--- src/onoff_regs_pkg.sv ---
// Package: offsets, fields, reset values and timing for the control and Led_blink_config bank
package onoff_regs_pkg;

  // Local register offsets on the write/read port
  localparam logic [7:0] CTRL_OFS = 8'h00;
  localparam logic [7:0] LED_OFS = 8'h01;

  // Reset values
  localparam logic [7:0] CTRL_RST = 8'h03;
  localparam logic [7:0] LED_RST = 8'h04;

  // Control register fields
  localparam int CTRL_MASK_HI = 7;
  localparam int CTRL_MASK_LO = 4;
  localparam int CTRL_RPW_HI = 3;
  localparam int CTRL_RPW_LO = 2;
  localparam int CTRL_ONOFF = 1;
  localparam int CTRL_RUN = 0;

  // Led_blink_config fields
  localparam int LED_MODE_HI = 7;
  localparam int LED_MODE_LO = 6;
  localparam int LED_ERRCLR = 4;
  localparam int LED_LOW_HI = 3;
  localparam int LED_LOW_LO = 2;
  localparam int LED_DUR_HI = 1;
  localparam int LED_DUR_LO = 0;

  // LED mode codes; bit 6 set selects blinking
  localparam logic [1:0] LED_MODE_GND = 2'h0;
  localparam logic [1:0] LED_MODE_VDD = 2'h2;
  localparam int LED_MODE_BLINK_BIT = 0;

  // Timing base: slow oscillator rate
  localparam int OSC_HZ = 32768;
  localparam int CNT_W = 17;

  // Reset pulse widths in ms
  localparam int RPW_00_MS = 20;
  localparam int RPW_01_MS = 10;
  localparam int RPW_10_MS = 5;
  localparam int RPW_11_MS = 1;
  // LED low times in ms
  localparam int LOW_00_MS = 500;
  localparam int LOW_01_MS = 1000;
  localparam int LOW_10_MS = 1500;
  localparam int LOW_11_MS = 2000;
  // LED on durations in ms
  localparam int DUR_00_MS = 20;
  localparam int DUR_01_MS = 30;
  localparam int DUR_10_MS = 40;
  localparam int DUR_11_MS = 50;

  // Milliseconds to oscillator ticks, at least one tick
  function automatic logic [CNT_W-1:0] ms_to_ticks(input int ms);
    int t;
    t = (ms * OSC_HZ) / 1000;
    if (t < 1) begin
      t = 1;
    end
    return CNT_W'(t);
  endfunction

  // Write request carrier
  typedef struct packed {
    logic en;
    logic [7:0] addr;
    logic [7:0] data;
  } reg_wr_t;

  // LED blink phases, one-hot
  typedef enum logic [1:0] {
    BLINK_ON = 2'b01,
    BLINK_OFF = 2'b10
  } blink_state_t;

endpackage

--- src/control_and_led_blink_regs.sv ---
// Control and Led_blink_config bank with reset pulse, mode and LED blink logic
`timescale 1ns/1ps

// What this block does
// - Control bits 7:4 mask sense inputs 7:4.
// - Control bits 3:2 pick reset pulse width.
// - Control bit 1 drives regulator switch output in run mode.
// - Run-entry bit 0 only clearable by software.
// - Cleared run bit means standby state outputs.
// - Reset pulse rising edge enters run mode.
// - LED bits 7:6 select ground, rail, blink.
// - LED bit 4 clears error counter; bit5 unused.
// - LED bits 3:2 select blink low time.
// - LED bits 1:0 select blink on duration.
module control_and_led_blink_regs (
  input wire logic clk_sys, // System clock, 10 MHz
  input wire logic rst, // Synchronous reset, active high
  input wire logic osc_tick, // One-cycle pulse per oscillator period
  input wire onoff_regs_pkg::reg_wr_t reg_wr, // Register write from bus front end
  input wire logic [7:0] rd_addr, // Register read address
  output logic [7:0] rd_data, // Registered read data
  input wire logic [7:0] sense_inputs, // Conditioned sense inputs
  input wire logic info_ack, // Host has taken change information
  input wire logic reset_req, // Wake event asking for a reset pulse
  output logic reset_pulse_out, // Reset pulse, low while active
  output logic onoff_out, // Regulator switch output
  output logic change_info_out, // Change info level, active low
  output logic change_info_oe_n, // Change info drive enable, active low
  output logic watchdog_en, // Watchdog enabled in run mode
  output logic reset_gen_en, // Reset generation enabled in standby
  output logic led_out, // LED drive
  output logic err_cnt_clr // One-cycle clear of bus error counter
);

  //////////////////////////////////////////////////////////////////////////////
  // Registers and decode

  logic [7:0] ctrl_q;
  logic [7:0] led_q;
  logic [7:0] sense_q;
  logic chi_low_q;
  logic rp_active_q;
  logic [onoff_regs_pkg::CNT_W-1:0] rp_cnt_q;
  logic rp_rise;
  logic ctrl_wr;
  logic led_wr;
  logic [onoff_regs_pkg::CNT_W-1:0] rp_ticks;
  logic [onoff_regs_pkg::CNT_W-1:0] low_ticks;
  logic [onoff_regs_pkg::CNT_W-1:0] dur_ticks;
  logic [7:0] unmasked;
  logic run;
  onoff_regs_pkg::blink_state_t blink_q;
  logic [onoff_regs_pkg::CNT_W-1:0] blink_cnt_q;
  logic [1:0] led_mode;

  // Address decode of the write port
  always_comb begin
    ctrl_wr = 1'b0;
    led_wr = 1'b0;
    if (reg_wr.en && reg_wr.addr == onoff_regs_pkg::CTRL_OFS) begin
      ctrl_wr = 1'b1;
    end else if (reg_wr.en && reg_wr.addr == onoff_regs_pkg::LED_OFS) begin
      led_wr = 1'b1;
    end
  end

  assign run = ctrl_q[onoff_regs_pkg::CTRL_RUN];
  assign led_mode = led_q[onoff_regs_pkg::LED_MODE_HI:onoff_regs_pkg::LED_MODE_LO];

  //////////////////////////////////////////////////////////////////////////////
  // Control register

  // Pulse ends (output rises) on this cycle
  assign rp_rise = rp_active_q && osc_tick && (rp_cnt_q <= onoff_regs_pkg::CNT_W'(1));

  // Mask, width and switch bits store plainly; run bit is clear-only
  always_ff @(posedge clk_sys) begin
    if (rst) begin
      ctrl_q <= onoff_regs_pkg::CTRL_RST;
    end else begin
      if (ctrl_wr) begin
        ctrl_q[onoff_regs_pkg::CTRL_MASK_HI:onoff_regs_pkg::CTRL_ONOFF] <=
          reg_wr.data[onoff_regs_pkg::CTRL_MASK_HI:onoff_regs_pkg::CTRL_ONOFF];
      end
      // rise sets run
      // Setting from the pulse wins over a same-cycle software clear
      if (rp_rise) begin
        ctrl_q[onoff_regs_pkg::CTRL_RUN] <= 1'b1;
      end else if (ctrl_wr && !reg_wr.data[onoff_regs_pkg::CTRL_RUN]) begin
        ctrl_q[onoff_regs_pkg::CTRL_RUN] <= 1'b0;
      end
    end
  end

  //////////////////////////////////////////////////////////////////////////////
  // Led_blink_config

  // Error-counter clear bit is a strobe, never stored
  always_ff @(posedge clk_sys) begin
    if (rst) begin
      led_q <= onoff_regs_pkg::LED_RST;
      err_cnt_clr <= 1'b0;
    end else begin
      if (led_wr) begin
        led_q <= reg_wr.data & ~(8'h01 << onoff_regs_pkg::LED_ERRCLR);
      end
      err_cnt_clr <= led_wr && reg_wr.data[onoff_regs_pkg::LED_ERRCLR];
    end
  end

  // Read port; unmapped offsets read zero
  always_ff @(posedge clk_sys) begin
    if (rst) begin
      rd_data <= 8'h00;
    end else if (rd_addr == onoff_regs_pkg::CTRL_OFS) begin
      rd_data <= ctrl_q;
    end else if (rd_addr == onoff_regs_pkg::LED_OFS) begin
      rd_data <= led_q;
    end else begin
      rd_data <= 8'h00;
    end
  end

  //////////////////////////////////////////////////////////////////////////////
  // Reset pulse generation

  always_comb begin
    case (ctrl_q[onoff_regs_pkg::CTRL_RPW_HI:onoff_regs_pkg::CTRL_RPW_LO])
      2'h0: rp_ticks = onoff_regs_pkg::ms_to_ticks(onoff_regs_pkg::RPW_00_MS);
      2'h1: rp_ticks = onoff_regs_pkg::ms_to_ticks(onoff_regs_pkg::RPW_01_MS);
      2'h2: rp_ticks = onoff_regs_pkg::ms_to_ticks(onoff_regs_pkg::RPW_10_MS);
      default: rp_ticks = onoff_regs_pkg::ms_to_ticks(onoff_regs_pkg::RPW_11_MS);
    endcase
  end

  // Pulse only starts in standby; width is latched at start
  always_ff @(posedge clk_sys) begin
    if (rst) begin
      rp_active_q <= 1'b0;
      rp_cnt_q <= '0;
    end else if (rp_active_q) begin
      if (rp_rise) begin
        rp_active_q <= 1'b0;
      end else if (osc_tick) begin
        rp_cnt_q <= rp_cnt_q - onoff_regs_pkg::CNT_W'(1);
      end
    end else if (!run && reset_req) begin
      rp_active_q <= 1'b1;
      rp_cnt_q <= rp_ticks;
    end
  end

  assign reset_pulse_out = ~rp_active_q;

  //////////////////////////////////////////////////////////////////////////////
  // Mode outputs and change information

  assign watchdog_en = run;
  assign reset_gen_en = ~run;
  assign change_info_oe_n = ~run;
  assign onoff_out = run & ctrl_q[onoff_regs_pkg::CTRL_ONOFF];
  assign change_info_out = ~chi_low_q;

  assign unmasked = {~ctrl_q[onoff_regs_pkg::CTRL_MASK_HI:onoff_regs_pkg::CTRL_MASK_LO], 4'hf};

  // Change latches low until the host acknowledges; a new change beats the ack
  always_ff @(posedge clk_sys) begin
    if (rst) begin
      sense_q <= 8'h00;
      chi_low_q <= 1'b1;
    end else begin
      sense_q <= sense_inputs;
      if (|((sense_q ^ sense_inputs) & unmasked)) begin
        chi_low_q <= 1'b1;
      end else if (info_ack) begin
        chi_low_q <= 1'b0;
      end
    end
  end

  //////////////////////////////////////////////////////////////////////////////
  // LED blinker

  always_comb begin
    case (led_q[onoff_regs_pkg::LED_LOW_HI:onoff_regs_pkg::LED_LOW_LO])
      2'h0: low_ticks = onoff_regs_pkg::ms_to_ticks(onoff_regs_pkg::LOW_00_MS);
      2'h1: low_ticks = onoff_regs_pkg::ms_to_ticks(onoff_regs_pkg::LOW_01_MS);
      2'h2: low_ticks = onoff_regs_pkg::ms_to_ticks(onoff_regs_pkg::LOW_10_MS);
      default: low_ticks = onoff_regs_pkg::ms_to_ticks(onoff_regs_pkg::LOW_11_MS);
    endcase
  end

  always_comb begin
    case (led_q[onoff_regs_pkg::LED_DUR_HI:onoff_regs_pkg::LED_DUR_LO])
      2'h0: dur_ticks = onoff_regs_pkg::ms_to_ticks(onoff_regs_pkg::DUR_00_MS);
      2'h1: dur_ticks = onoff_regs_pkg::ms_to_ticks(onoff_regs_pkg::DUR_01_MS);
      2'h2: dur_ticks = onoff_regs_pkg::ms_to_ticks(onoff_regs_pkg::DUR_10_MS);
      default: dur_ticks = onoff_regs_pkg::ms_to_ticks(onoff_regs_pkg::DUR_11_MS);
    endcase
  end

  // on then off cycle
  // Held in the on phase start while not blinking, so a new blink starts lit
  always_ff @(posedge clk_sys) begin
    if (rst || !led_mode[onoff_regs_pkg::LED_MODE_BLINK_BIT]) begin
      blink_q <= onoff_regs_pkg::BLINK_ON;
      blink_cnt_q <= '0;
    end else if (osc_tick) begin
      case (blink_q)
        onoff_regs_pkg::BLINK_ON: begin
          if (blink_cnt_q + onoff_regs_pkg::CNT_W'(1) >= dur_ticks) begin
            blink_q <= onoff_regs_pkg::BLINK_OFF;
            blink_cnt_q <= '0;
          end else begin
            blink_cnt_q <= blink_cnt_q + onoff_regs_pkg::CNT_W'(1);
          end
        end
        default: begin
          if (blink_cnt_q + onoff_regs_pkg::CNT_W'(1) >= low_ticks) begin
            blink_q <= onoff_regs_pkg::BLINK_ON;
            blink_cnt_q <= '0;
          end else begin
            blink_cnt_q <= blink_cnt_q + onoff_regs_pkg::CNT_W'(1);
          end
        end
      endcase
    end
  end

  // LED mode select
  // Registered so the pin never glitches on a mode write
  always_ff @(posedge clk_sys) begin
    if (rst) begin
      led_out <= 1'b0;
    end else if (led_mode[onoff_regs_pkg::LED_MODE_BLINK_BIT]) begin
      led_out <= (blink_q == onoff_regs_pkg::BLINK_ON);
    end else begin
      led_out <= (led_mode == onoff_regs_pkg::LED_MODE_VDD);
    end
  end

endmodule // control_and_led_blink_regs

--- config.mk ---
export PLATFORM = sky130hd
export DESIGN_NAME = control_and_led_blink_regs
export DESIGN_NICKNAME = d
export VERILOG_FILES = /design/src/onoff_regs_pkg.sv /design/src/control_and_led_blink_regs.sv
export SDC_FILE = /design/constraint.sdc
export NUM_CORES = 1
export LEC_CHECK = 0
export ABC_CLOCK_PERIOD_IN_PS = 4400
export BUFFER_PORTS_ARGS = -buffer_cell sky130_fd_sc_hd__buf_2
export CAP_MARGIN = 0
export CORE_MARGIN = 2
export CORE_UTILIZATION = 45
export CTS_CLUSTER_DIAMETER = 60
export CTS_CLUSTER_SIZE = 40
export DETAILED_ROUTE_END_ITERATION = 12
export MAX_ROUTING_LAYER = met4
export PLACE_DENSITY = 0.74
export SYNTH_ARGS = -nofsm -noshare
export SYNTH_HDL_FRONTEND = slang
export SYNTH_SLANG_ARGS = --single-unit
--- constraint.sdc ---
create_clock -name clk_sys -period 4.4 [get_ports clk_sys]
set_input_delay 0.66 -clock clk_sys [delete_from_list [all_inputs] [get_ports clk_sys]]
set_output_delay 0.66 -clock clk_sys [all_outputs]
set_load 0.02 [all_outputs]
Word-level counts from Yosys, hierarchy flattened --
Cells that the tools add are included.
Operators by class: reduce and logical (&&, ||, !) cells 22, eq/ne operators 13, bitwise operators 7, add/sub/neg operators 2, multiplexer cells 22, order comparisons 3
Operators with widths (count):
- $mux W17 | 7
- $pmux W17 S3 | 1
- $ge A17 B17 Y1 | 2
- $pmux W11 S3 | 1
- $pmux W10 S3 | 1
- $add A17 B1 Y17 const B | 1
- $le A17 B1 Y1 const B | 1
- $sub A17 B1 Y17 const B | 1
- $eq A8 B1 Y1 const B | 2
- $logic_not A8 Y1 | 2
- $mux W8 | 2
- $reduce_or A9 Y1 | 1
- $and A8 B8 Y8 | 1
- $eq A2 B1 Y1 const B | 4
- $eq A2 B2 Y1 const B | 4
- $xor A8 B8 Y8 | 1
- $logic_and A1 B1 Y1 | 7
- $mux W1 | 7
- $logic_not A2 Y1 | 3
- $mux W2 | 3
- $ne A2 B2 Y1 const B | 3
- $reduce_and A3 Y1 | 2
- $not A4 Y4 | 1
- $reduce_bool A2 Y1 | 2
- other kinds (5) | 9
Storage, ports and cells: register bits after elaboration 71, logic and storage cells 81, bits of input ports 38

Longest topological paths before layout --
depth after elaboration 5, mapped depth 14, depth with buffers taken out 12

Worst setup path before layout --
Ideal clock, no wire load.
path kind register to register, start register blink_cnt_q[0] (netlist name), end register blink_q[1], data required time 4277 ps, arrival 3167 ps, path slack 1110 ps, period minus slack after synthesis 3290 ps, stages on the path, launching flop included 14, buffers on the path 1, path through dfxtp_1 -> ha_1 -> buf_2 -> nand3_1 -> nor3_1 -> xor2_1 -> inv_1 -> ha_1 -> nand4_1 -> or4_4 -> nor4_4 -> a21oi_4 -> nor3_4 -> mux2_1
Between the ends: longest elaborated chain between the ends 4
RTL lines:
- start: declaration | RTL line control_and_led_blink_regs.sv:53 | logic [onoff_regs_pkg::CNT_W-1:0] blink_cnt_q;
- start signal: assignment | RTL line control_and_led_blink_regs.sv:215 | blink_cnt_q <= blink_cnt_q + onoff_regs_pkg::CNT_W'(1);
- start signal: assignment | RTL line control_and_led_blink_regs.sv:223 | blink_cnt_q <= blink_cnt_q + onoff_regs_pkg::CNT_W'(1);
- $add A17 B1 Y17 * | RTL line control_and_led_blink_regs.sv:211, control_and_led_blink_regs.sv:219
- $ge A17 B17 Y1, on equally long branches | RTL line control_and_led_blink_regs.sv:211, control_and_led_blink_regs.sv:219
- $ne A2 B2 Y1 (no line) / $reduce_bool A2 Y1 (equally long branches)
- $reduce_and A3 Y1 (no line) *
- end signal: assignment | RTL line control_and_led_blink_regs.sv:206 | blink_q <= onoff_regs_pkg::BLINK_ON;
- end signal: assignment | RTL line control_and_led_blink_regs.sv:212 | blink_q <= onoff_regs_pkg::BLINK_OFF;
- end signal: assignment | RTL line control_and_led_blink_regs.sv:220 | blink_q <= onoff_regs_pkg::BLINK_ON;
- end: declaration | RTL line control_and_led_blink_regs.sv:52 | onoff_regs_pkg::blink_state_t blink_q;
Mark *: on every way between the ends. The rest lies on a longest branch, timed or not. A chain may end at the register's enable or synchronous reset.

Worst setup path after layout --
Ends and elaborated chain as after synthesis.

==> metrics.md <==
| Metric | Value |
|---|---|
| Via-to-Cell Ratio | `5.44` |
| Cell count after synthesis | `472` |
| Normalized max-slew margin | `0.463` |
| Initial antenna violation count | `0` |
| Detailed Route WL | `8.70 mm` |
| Worst Hold Depth | `2` |
| Fraction of layout cells with a size suffix above 1 | `0.164` |
| Status | `complete, no violations` |
| Final-layout fill cell count | `806` |
| Setup tns final | `0 ns` |
| Ys flop type | `dfxtp_1` |
| Critical Path Source Type | `register` |
| Avg WL per Cell | `13.9 um` |
| IO buf count | `53` |
| RSZ-0062 raised after global routing | `false` |
| GR Overflow Total | `0` |
| Number of gates resized after cts | `0` |
| Synth-to-Final Area Change | `12.1%` |
| Worst hold slack | `0.492 ns` |
| Clock buffer depth | `2` |
| Final worst clock skew | `around 0.0066 ns` |
| Reg2Reg Depth | `12` |
| Worst Slack Setup Final | `0.628 ns` |
| Total setup buffers inserted after CTS | `0` |
| Period minus WS final | `between 3 and 4 ns` |
| Post-route ant nets | `0` |
| Post-synthesis net count | `534` |
| Design area | `~4500 um^2` |
| HPWL Detailed | `6.34 mm` |
| Clock insertion delay at the later pin of the skew report | `0.35 ns` |
| Clock-pin slew on the worst setup and hold paths | `about 0.08 ns` |
| Htree depth | `3` |
| NumNets Final | `574` |
| WP data arrival | `roughly 4 ns` |
| Die Wd | `98.1 um` |
| Yosys warns | `0` |
| Maximum vdd drop | `approximately 230 uV` |
| Clock Tree Root | `clkbuf_8` |
| Final hold viol count | `0` |
| Slew @ Worst Pin | `about 0.80 ns` |
| Post-Place Cell Area | `4260 um^2` |
| Placement row count | `34` |
| Type of the most critical hold path | `register to register` |
| DIE AREA | `9620 um^2` |
| Setup WS pre-CTS | `between 0.6 and 0.7 ns` |
| Largest net degree at the start of global routing | `40` |
| Hold buffer count at cts | `0` |
| Number of CTS-inserted buffers | `9` |
| Crit path kind | `register to register` |
| Seq/Total Area, Yosys | `0.357` |
| GRT Resource Usage Total | `0.192` |
| Utilization after layout | `0.517` |
| Mapped Area | `3980 um^2` |
| F_max | `265 MHz` |
| Post-synth ARST share | `0` |
| I/O pin count | `54` |
| Initial Utilization | `0.461` |
| Static Leak | `1.84 nW` |
| Crit path max fanout | `18` |
| Synth unique cells | `56` |
| Die Y | `98.1 um` |
| # setup viols final | `0` |
| DR DRC count | `0` |
| DRT iter0 DRCs | `168` |
| CTS tree | `built` |
| Synthesis-stage register bit count | `71` |
| Period Utilization, post-route | `0.857` |
| Number of global-route vias before repair | `3185` |
| Ant diodes | `0` |
| Vias | `3400` |
| First-pass GRT wire length | `between 10 and 15 mm` |
| Max_cap viols | `0` |
| Max-slew violations | `0` |
| Post-synth EDFFs | `0` |
| RD Place Congestion | `0.899` |
| CP Capture Type | `register` |
| Core ar. | `8640 um^2` |
| PwrDens | `between 200 and 300 nW/um^2` |
| Synth Area per Inst | `between 8 and 9 um^2` |
| Critical Path RT | `4.63 ns` |
| Drt pass-1 iters | `4` |
| Sink Count | `slightly above 70` |
sequential cells by signal, summed over array words and instances (netlist names):
signal       flops
blink_q          2
chi_low_q        1
led_out          1
blink_cnt_q     17
sense_q          8
rp_active_q      1
led_q            7
rp_cnt_q        17
err_cnt_clr      1
ctrl_q           8
rd_data          8
critical path: stages (launching register included):
cell	delay, ns
dfxtp_1	0.51
ha_1	0.51
nand3_1	0.19
nor3_1	0.20
xor2_1	0.34
inv_1	0.08
ha_1	0.29
nand4_1	0.08
or4_4	0.44
nor4_4	0.21
a21oi_4	0.20
nor3_4	0.25
mux2_1	0.35
cells in the mapped netlist, types with 2 or more instances:
cell,instances,area (um^2)
and3_1,2,12.5
nor3_1,9,45.0
dfxtp_1,71,1420
nor2b_1,15,93.8
or3_1,5,31.3
nand3_1,14,70.1
a21o_1,2,15.0
a211oi_1,4,30.0
buf_1,2,7.51
inv_1,20,75.1
nand3_2,2,20.0
buf_6,3,33.8
nand2_1,42,158
o211ai_1,8,60.1
and2_1,7,43.8
or4_1,4,30.0
mux2i_1,22,220
nor4_4,3,63.8
buf_2,3,15.0
ha_1,24,300
xnor2_1,19,166
clkbuf_1,14,52.6
xor2_1,10,87.6
o31ai_1,2,15.0
o21ai_0,14,70.1
nor2_1,57,214
buf_4,2,15.0
a21oi_1,37,185
nor4_2,2,25.0
nor4_1,7,43.8
a221oi_1,2,17.5
a31oi_1,2,12.5
nor3b_1,4,30.0
nand2b_1,4,25.0
o22ai_1,8,50.1
nand4_1,6,37.5
final cells by class:
cell class | instances | area, um^2 | area share
sequential | 71 | 1420 | 0.318
clock inverter | 7 | 80.1 | 0.0179
tap | 108 | 135 | 0.0303
inverter | 20 | 75.1 | 0.0168
timing repair buffer | 54 | 273 | 0.0611
clock buffer | 9 | 124 | 0.0277
multi-input combinational | 356 | 2360 | 0.528
placed cells by master, fill, tap and decap left out, types with 3 or more instances in the layout:
cell,instances
clkbuf_8,9
or3_1,5
mux2i_1,22
nand2_1,42
nand4_1,6
o21ai_0,14
a211oi_1,4
nor2_1,57
xnor2_1,19
xor2_1,10
ha_1,24
nor3b_1,4
a21oi_1,37
or4_1,4
o22ai_1,8
inv_1,20
buf_2,53
dfxtp_1,71
nor2b_1,15
nor3_1,9
nor4_4,3
nor4_1,7
nand3_1,14
and2_1,7
o211ai_1,8
nand2b_1,4
power breakdown:
group | internal [W] | switching (W) | leakage, nW
sequential | 0.000646 | 0.00000218 | 0.574
clock | 0.000269 | 0.000264 | 0.102
combinational | 0.0000246 | 0.0000275 | 1.16
total | 0.000940 | 0.000294 | 1.84
final timing paths:
check | from | endpoint | slack (ns)
hold reg to reg | blink_cnt_q[16] | blink_cnt_q[16] | 0.49
setup / recovery | blink_cnt_q[0] | blink_q[1] | 0.63
setup reg to reg | blink_cnt_q[0] | blink_q[1] | 0.63
hold / removal | blink_cnt_q[16] | blink_cnt_q[16] | 0.49
per-layer routing:
layer | track usage | wire (um)
met5 | - | 0
met4 | 0.0438 | 91
met3 | 0.0422 | 365
met2 | 0.326 | 4380
met1 | 0.234 | 3870
kinds of logic (layout without fill, tap and decap cells):
family / Yosys count / count (layout) / share of synthesized area
AO/OA/AOI/OAI: 89 / 89 / 0.137
XOR/XNOR: 29 / 29 / 0.0638
adder cells (fa/ha/maj): 24 / 24 / 0.0754
buffers and inverters: 45 / 90 / 0.0512
flip-flops: 71 / 71 / 0.357
multiplexers: 23 / 23 / 0.0581
AND/OR/NAND/NOR: 191 / 191 / 0.257
metrics by stage:
stage	instances	total power, W
3_5_place_dp	609	0.000716
2_1_floorplan	472	0.000691
5_1_grt	625	0.00128
3_3_place_gp	609	0.000714
4_1_cts	625	0.00125
6_report	625	0.00123
Power figures use the tool's default switching activity.
